===== src/hw/pudc_consts.vh =====
`ifndef PUDC_CONSTS_VH
`define PUDC_CONSTS_VH

// ****************************************
// Register byte offsets
// ****************************************
`define PUDC_OFS_DEV_CAP        8'h94
`define PUDC_OFS_DEV_CTRL       8'h98

// ****************************************
// Device capabilities field layout
// ****************************************
`define PUDC_CAP_SCALE_HI       27
`define PUDC_CAP_SCALE_LO       26
`define PUDC_CAP_VALUE_HI       25
`define PUDC_CAP_VALUE_LO       18
`define PUDC_CAP_ROLE_ERR_BIT   15
`define PUDC_CAP_EXT_TAG_BIT    5
`define PUDC_CAP_PHANTOM_HI     4
`define PUDC_CAP_PHANTOM_LO     3
`define PUDC_CAP_MAX_PLD_HI     2
`define PUDC_CAP_MAX_PLD_LO     0
`define PUDC_ROLE_ERR_VAL       1'h1
`define PUDC_EXT_TAG_VAL        1'h0
`define PUDC_PHANTOM_VAL        2'h0
`define PUDC_MAX_PLD_VAL        3'h1

// ****************************************
// Device control field layout and reset
// ****************************************
`define PUDC_CTRL_RSVD_BIT      15
`define PUDC_CTRL_RD_REQ_HI     14
`define PUDC_CTRL_RD_REQ_LO     12
`define PUDC_CTRL_RD_REQ_BYTE   1
`define PUDC_CTRL_RESET         16'h2000
`define PUDC_RD_REQ_RESET       3'h2
`define PUDC_RD_REQ_MAX_CODE    3'h5

// ****************************************
// Power-limit message
// ****************************************
`define PUDC_MSG_SET_PWR_LIMIT  8'h50
`define PUDC_MSG_VALUE_HI       7
`define PUDC_MSG_VALUE_LO       0
`define PUDC_MSG_SCALE_HI       9
`define PUDC_MSG_SCALE_LO       8
`define PUDC_SCALE_1X           2'h0
`define PUDC_SCALE_0P1X         2'h1
`define PUDC_SCALE_0P01X        2'h2
`define PUDC_SCALE_0P001X       2'h3
`define PUDC_MW_1X              18'h003e8
`define PUDC_MW_0P1X            18'h00064
`define PUDC_MW_0P01X           18'h0000a
`define PUDC_MW_0P001X          18'h00001

// ****************************************
// Read request sizing
// ****************************************
`define PUDC_RD_REQ_MIN_BYTES   14'h0080

`endif


===== src/hw/pudc_power_calc.v =====
`timescale 1ns/1ns
`include "pudc_consts.vh"

module pudc_power_calc (
    // Clock and reset
    input  wire        clock,
    input  wire        srst,
    // Captured fields
    input  wire [7:0]  limitValue,
    input  wire [1:0]  limitScale,
    // Power limit in milliwatts
    output reg  [17:0] limitMilliwatt
);

    reg [17:0] multNxt;

    // ****************************************
    // Scale code to milliwatt multiplier
    // ****************************************
    always @* begin
        case (limitScale)
            `PUDC_SCALE_1X:     multNxt = `PUDC_MW_1X;
            `PUDC_SCALE_0P1X:   multNxt = `PUDC_MW_0P1X;
            `PUDC_SCALE_0P01X:  multNxt = `PUDC_MW_0P01X;
            `PUDC_SCALE_0P001X: multNxt = `PUDC_MW_0P001X;
            default:            multNxt = `PUDC_MW_1X;
        endcase
    end

    always @(posedge clock) begin
        if (srst) begin
            limitMilliwatt <= 18'h00000;
        end else begin
            limitMilliwatt <= multNxt * {10'h000, limitValue};
        end
    end

endmodule // pudc_power_calc


===== src/hw/pudc_read_sizer.v =====
`timescale 1ns/1ns
`include "pudc_consts.vh"

module pudc_read_sizer (
    // Clock and reset
    input  wire        clock,
    input  wire        srst,
    // Limits
    input  wire [13:0] maxReadBytes,
    input  wire [7:0]  cacheLineSize,
    // Request in
    input  wire        reqValid,
    input  wire [13:0] reqBytes,
    // Fetch size out
    output reg         fetchValid,
    output reg  [13:0] fetchBytes
);

    wire [13:0] lineBytes = {4'h0, cacheLineSize, 2'h0};
    wire [13:0] lineMask  = lineBytes - 14'h0001;
    wire [13:0] rounded   = (cacheLineSize == 8'h00) ? reqBytes
                          : ((reqBytes + lineMask) & ~lineMask);

    // ****************************************
    // Round to cache lines, cap at the maximum
    // ****************************************
    always @(posedge clock) begin
        if (srst) begin
            fetchValid <= 1'b0;
            fetchBytes <= 14'h0000;
        end else begin
            fetchValid <= reqValid;
            if (reqValid) begin
                fetchBytes <= (rounded > maxReadBytes) ? maxReadBytes : rounded;
            end
        end
    end

endmodule // pudc_read_sizer


===== src/hw/pudc_dev_regs.v =====
// Overview of operation
// - Power message value bits land in cap 25:18
// - Power message scale bits land in cap 27:26
// - Reported limit is value times scale multiplier
// - Captured fields change only by message
// - Capability bits 17:16 and 14:6 read zero
// - Capability bit 15 reads one
// - Capability bit 5 reads zero
// - Capability bits 4:3 read 00b
// - Capability bits 2:0 read 001b
// - Control bit 15 reads zero
// - Control 14:12 sets max read request size
// - Fetch size uses cache line, capped maximum
`timescale 1ns/1ns
`include "pudc_consts.vh"

module pudc_dev_regs (
    // Clock and reset
    input  wire        clock,
    input  wire        srst,
    // Configuration access
    input  wire        cfgRead,
    input  wire        cfgWrite,
    input  wire [7:0]  cfgAddr,
    input  wire [3:0]  cfgByteEn,
    input  wire [31:0] cfgWrData,
    output reg         cfgRdValid,
    output reg  [31:0] cfgRdData,
    // Received message
    input  wire        msgValid,
    input  wire [7:0]  msgCode,
    input  wire [9:0]  msgPayload,
    // Power limit out
    output wire [17:0] slotPowerMilliwatt,
    // Read request sizing
    input  wire [7:0]  cacheLineSize,
    input  wire        reqValid,
    input  wire [13:0] reqBytes,
    output wire        fetchValid,
    output wire [13:0] fetchBytes,
    output reg  [13:0] maxReadReqBytes
);

    // ****************************************
    // State
    // ****************************************
    reg  [7:0]  powerValue_r;
    reg  [1:0]  powerScale_r;
    reg  [2:0]  maxReadReqSize_r;
    reg  [2:0]  maxReadReqSize_nxt;
    reg  [31:0] capWord;
    reg  [31:0] ctrlWord;
    reg  [31:0] rdData_nxt;

    wire        hitCap  = (cfgAddr[7:2] == `PUDC_OFS_DEV_CAP >> 2);
    wire        hitCtrl = (cfgAddr[7:2] == `PUDC_OFS_DEV_CTRL >> 2);
    wire        msgSetPower = msgValid && (msgCode == `PUDC_MSG_SET_PWR_LIMIT);

    // Code to byte count, reserved codes fall back to the smallest
    function [13:0] rdReqBytes;
        input [2:0] code;
        begin
            if (code > `PUDC_RD_REQ_MAX_CODE) begin
                rdReqBytes = `PUDC_RD_REQ_MIN_BYTES;
            end else begin
                rdReqBytes = `PUDC_RD_REQ_MIN_BYTES << code;
            end
        end
    endfunction

    // ****************************************
    // Captured power limit
    // ****************************************
    always @(posedge clock) begin
        if (srst) begin
            powerValue_r <= 8'h00;
            powerScale_r <= 2'h0;
        end else if (msgSetPower) begin
            // Config writes never reach these fields
            powerValue_r <= msgPayload[`PUDC_MSG_VALUE_HI:`PUDC_MSG_VALUE_LO];
            powerScale_r <= msgPayload[`PUDC_MSG_SCALE_HI:`PUDC_MSG_SCALE_LO];
        end
    end

    // ****************************************
    // Device control write
    // ****************************************
    always @* begin
        maxReadReqSize_nxt = maxReadReqSize_r;
        if (cfgWrite && hitCtrl && cfgByteEn[`PUDC_CTRL_RD_REQ_BYTE]) begin
            maxReadReqSize_nxt = cfgWrData[`PUDC_CTRL_RD_REQ_HI:`PUDC_CTRL_RD_REQ_LO];
        end
    end

    always @(posedge clock) begin
        if (srst) begin
            maxReadReqSize_r <= `PUDC_RD_REQ_RESET;
            maxReadReqBytes  <= rdReqBytes(`PUDC_RD_REQ_RESET);
        end else begin
            maxReadReqSize_r <= maxReadReqSize_nxt;
            maxReadReqBytes  <= rdReqBytes(maxReadReqSize_nxt);
        end
    end

    // ****************************************
    // Read words
    // ****************************************
    always @* begin
        capWord = 32'h00000000;
        capWord[`PUDC_CAP_SCALE_HI:`PUDC_CAP_SCALE_LO] = powerScale_r;
        capWord[`PUDC_CAP_VALUE_HI:`PUDC_CAP_VALUE_LO] = powerValue_r;
        capWord[`PUDC_CAP_ROLE_ERR_BIT] = `PUDC_ROLE_ERR_VAL;
        capWord[`PUDC_CAP_EXT_TAG_BIT] = `PUDC_EXT_TAG_VAL;
        capWord[`PUDC_CAP_PHANTOM_HI:`PUDC_CAP_PHANTOM_LO] = `PUDC_PHANTOM_VAL;
        capWord[`PUDC_CAP_MAX_PLD_HI:`PUDC_CAP_MAX_PLD_LO] = `PUDC_MAX_PLD_VAL;
        ctrlWord = 32'h00000000;
        ctrlWord[`PUDC_CTRL_RSVD_BIT] = 1'b0;
        ctrlWord[`PUDC_CTRL_RD_REQ_HI:`PUDC_CTRL_RD_REQ_LO] = maxReadReqSize_r;
        if (hitCap) begin
            rdData_nxt = capWord;
        end else if (hitCtrl) begin
            rdData_nxt = ctrlWord;
        end else begin
            rdData_nxt = 32'h00000000;
        end
    end

    always @(posedge clock) begin
        if (srst) begin
            cfgRdValid <= 1'b0;
            cfgRdData  <= 32'h00000000;
        end else begin
            cfgRdValid <= cfgRead;
            if (cfgRead) begin
                cfgRdData <= rdData_nxt;
            end
        end
    end

    // ****************************************
    // Helpers
    // ****************************************
    pudc_power_calc uPower (
        .clock          (clock),
        .srst           (srst),
        .limitValue     (powerValue_r),
        .limitScale     (powerScale_r),
        .limitMilliwatt (slotPowerMilliwatt)
    );

    pudc_read_sizer uSizer (
        .clock          (clock),
        .srst           (srst),
        .maxReadBytes   (maxReadReqBytes),
        .cacheLineSize  (cacheLineSize),
        .reqValid       (reqValid),
        .reqBytes       (reqBytes),
        .fetchValid     (fetchValid),
        .fetchBytes     (fetchBytes)
    );

endmodule // pudc_dev_regs


===== config.mk =====
export PLATFORM = sky130hd
export DESIGN_NAME = pudc_dev_regs
export DESIGN_NICKNAME = d
export VERILOG_FILES = /design/src/hw/pudc_power_calc.v /design/src/hw/pudc_read_sizer.v /design/src/hw/pudc_dev_regs.v
export VERILOG_INCLUDE_DIRS = /design/src /design/src/hw
export SDC_FILE = /design/constraint.sdc
export NUM_CORES = 1
export LEC_CHECK = 0
export ABC_AREA = 1
export BUFFER_PORTS_ARGS = -buffer_cell sky130_fd_sc_hd__buf_2
export CORE_MARGIN = 5
export CORE_UTILIZATION = 35
export DETAILED_ROUTE_END_ITERATION = 12
export GPL_TIMING_DRIVEN = 1
export SETUP_SLACK_MARGIN = 0.3
export SKIP_LAST_GASP = 1
export SYNTH_ARGS = -nofsm -noshare
export SYNTH_HDL_FRONTEND = slang
export SYNTH_HIERARCHICAL = 1
export SYNTH_SLANG_ARGS = --single-unit

===== constraint.sdc =====
create_clock -name clock -period 4.9 [get_ports clock]
set_clock_uncertainty 0.2 [all_clocks]
set_input_delay 0.735 -clock clock [delete_from_list [all_inputs] [get_ports clock]]
set_output_delay 0.735 -clock clock [all_outputs]
set_load 0.05 [all_outputs]

==> reports/qor.txt <==
==========================================================================================
Result of the run                                                             finished, final reports clean
Cell variety after synth                                                                41
Number of placed cells counting well taps                                            1,415
Worst hold path cell count                                                               2
Area taken by flip-flops and latches                                             1370 um^2
Post-synthesis sequential element count                                                 68
Achievable clock frequency                                                         229 MHz
Fin. Hold Viols                                                                          0
Crit path DAT                                                                      4380 ps
Layout overhead on the synthesized area                                              17.1%
Fraction of final layout cells with drive strength greater than 1                    18.2%
Total Die Area                                                                 23,000 um^2
Insertion delay of the later-clocked pin in the worst-skew pair                     330 ps
Via count of the first global-routing pass                                           6,069
Maximum number of pins on one net before global-route repair                            23
Cell count after synthesis                                                           1,035
Type of the setup path with the least slack                                        reg2reg
Instance area at placement                                                       7810 um^2
Total number of vias                                                                 6,291
Minimum clock period after layout                                                  4360 ps
DRC violation total after the first TritonRoute iteration                              230
Cell row count                                                                          51
Largest voltage drop on the vdd net                                               0.139 mV
Minimum setup slack among reg-to-reg paths                                          540 ps
Post-layout worst setup margin                                                      539 ps
Clock edge transition at the registers on the reported setup and hold paths          60 ps
Leading cell type by number of instances after synthesis                           nand2_1
Post-DR wirelength/cell                                                            11.7 um
Number of antenna repair diodes                                                          0
Initial antenna violation count                                                          0
# DRC                                                                                    0
Commonest register cell after synthesis                                            dfxtp_1
Maximum fanout count along the critical path                                             7
Cell types with the highest counts after synthesis                            nand2_1 (263), inv_1 (219), nor2_1 (120)
Average vias per placed instance                                                      4.39
Vertical die dimension                                                              152 um
Count of filler cells inserted in the layout                                         2,101
Aggregate negative setup slack                                                        0 ps
Post-synthesis area per instance                                                 6.78 um^2
RSZ-0062 raised after global routing                                                  true
Routability Congestion                                                               0.945
Net count, final                                                                     1,370
Post-Route WL                                                                      16.8 mm
R2r endpoint                                                                  uPower/limitMilliwatt[16]
Detailed Place HPWL                                                                14.1 mm
Worst min-delay path class                                                         reg2reg
Initial core utilization                                                             35.8%
Startpoint of the most critical hold path                                     cfgRdData[26]
Async S/R FF share, synth                                                               0%
Maximum clock insertion buffer count                                                     2
H-tree level count                                                                       3
Cell at the root of the clock tree                                               clkbuf_16
Horizontal die dimension                                                            152 um
Total routing resource utilization after global routing                              15.0%
Standard cell core area                                                        19,600 um^2
Clock tree from TritonCTS                                                             done
Power Dens Cells                                                               206 nW/um^2
Number of enable flip-flop cells after synthesis                                         0
YS warnings                                                                              6
Antenna Nets Post-Route                                                                  0
Multi-input gate area                                                            4690 um^2
TritonCTS sink count                                                                    68
I/O pins                                                                               170
Rel. slew slack                                                                      54.8%
R2r worst-path depth                                                                    18
Share of the core filled with cells in the final layout                              41.9%
Area share of the largest cell type after synthesis                                  19.4%
Launching point of the worst reg2reg path                                     powerScale_r[0]
Category of the worst setup path capture point                                    register
Sequential element share of the synthesized area                                     19.4%
Pre-CTS WS                                                                          221 ps
Max-cap violations                                                                       0
Synth top area cells                                                          dfxtp_1 (19%), nand2_1 (14%), ha_1 (14%)
Final cell count without fillers                                                     1,433
Total of buffers placed on input and output ports                                      111
Max-slew violation count                                                                 0
Required time of the worst setup path                                              4920 ps
Synthesized cell area                                                            7020 um^2
Global-route congestion overflow total                                                   0
Slew of the pin with the lowest slew margin                                         674 ps
Wire length of the first global-routing pass                                       27.9 mm
End point of the most critical hold path                                      cfgRdData[26]
Top cell type by total area after synthesis                                        dfxtp_1
Area of all placed cells without fillers                                         8220 um^2
Leak Pwr                                                                           4.59 nW
CTS Buf Count                                                                            9
Launching element type of the critical path                                       register
Count of hold buffers inserted by post-cts repair                                        0
Count of endpoints failing setup in the final report                                     0
TritonRoute pass-1 iters                                                                 5
Period utilisation layout                                                            89.0%
==========================================================================================
-- critical path: stages (launching register included) --
cell and delay [ps]:
dfxtp_4 370, inv_1 160, nand2_2 120, nor2_4 160, inv_1 70, fa_1 490
inv_1 40, fa_1 460, fa_1 550, inv_1 50, fa_1 530, inv_1 40
ha_1 340, nand2_1 110, nor2_1 160, and2_1 140, nand2_1 60, a21oi_1 150
nor2_1 60
-- placed cells by master (no fill, tap or decap), drive strengths merged, types with 5 or more instances in the layout --
master | netlist | layout
nand3 | 58 | 58
ha | 77 | 77
nand2 | 279 | 279
nand4 | 13 | 13
nor3 | 7 | 7
fa | 40 | 40
inv | 227 | 227
clkbuf | 6 | 10
dfxtp | 68 | 68
o21ai | 22 | 22
a21oi | 51 | 51
conb | 1 | 35
nor2 | 127 | 127
and2 | 5 | 5
xor2 | 5 | 5
buf | 34 | 123
-- per-stage QoR --
| step | total power [mW] | hold slack [ps] |
|---|---|---|
| floorplan | 0.931 | 251 |
| global placement | 1.00 | 252 |
| detailed placement | 1.01 | 254 |
| CTS | 1.72 | 263 |
| global route | 1.79 | 283 |
| finish | 1.69 | 261 |
-- power breakdown --
group	leakage, nW	internal, mW	switching (mW)
logic	3.88	0.129	0.295
clock network	0.149	0.445	0.250
registers	0.552	0.567	0.00764
total	4.59	1.14	0.553
-- timing repair --
action,CTS,global route
setup endpoints to repair,4,24
pin swaps,0,1
gates resized for setup,1,18
setup buffers,0,2
-- worst max-delay path by stage --
stage                     startpoint                        end  slack (ps)  depth (start not counted)
finish               powerScale_r[0]  uPower/limitMilliwatt[16]         540                         18
global route         powerScale_r[0]  uPower/limitMilliwatt[17]         280                         20
CTS                  powerScale_r[0]  uPower/limitMilliwatt[17]         330                         18
detailed placement  cacheLineSize[0]       uSizer/fetchBytes[6]         220                         29
global placement    cacheLineSize[0]       uSizer/fetchBytes[6]         260                         29
floorplan            powerScale_r[1]  uPower/limitMilliwatt[16]         560                         21
-- per-layer routing --
metal	track usage (%)	vias up	part of all wire, %
li1	-	3325	-
met4	3.68	0	1.2
met3	2.62	19	5.3
met5	0	-	0
met2	27.4	130	51
met1	18.1	2817	43
-- final cells by class --
| cell class | count | share of cell area (%) |
|---|---|---|
| Multi-Input combinational cell | 732 | 57.1 |
| Inverter | 229 | 10.5 |
| Clock inverter | 6 | 1.08 |
| Tap cell | 265 | 4.04 |
| Clock buffer | 10 | 2.79 |
| Timing Repair Buffer | 123 | 7.90 |
| Sequential cell | 68 | 16.6 |
-- registers in the layout (all words and copies together) (netlist names) --
register	count
maxReadReqBytes	7
uPower/limitMilliwatt	18
cfgRdData	14
maxReadReqSize_r	3
powerValue_r	8
uSizer/fetchBytes	14
uSizer/fetchValid	1
cfgRdValid	1
powerScale_r	2
-- logic make-up after synthesis --
| group | share of synthesized area [%] |
|---|---|
| xor gates and xnor gates | 0.874 |
| other | 0.0535 |
| DFF | 19.4 |
| adders and majority gates | 25.1 |
| AOI/OAI and AO/OA | 6.71 |
| and+or+nand+nor | 31.3 |
| buffers and inverters | 16.5 |
Note: power is estimated with default switching activity, not from simulation.
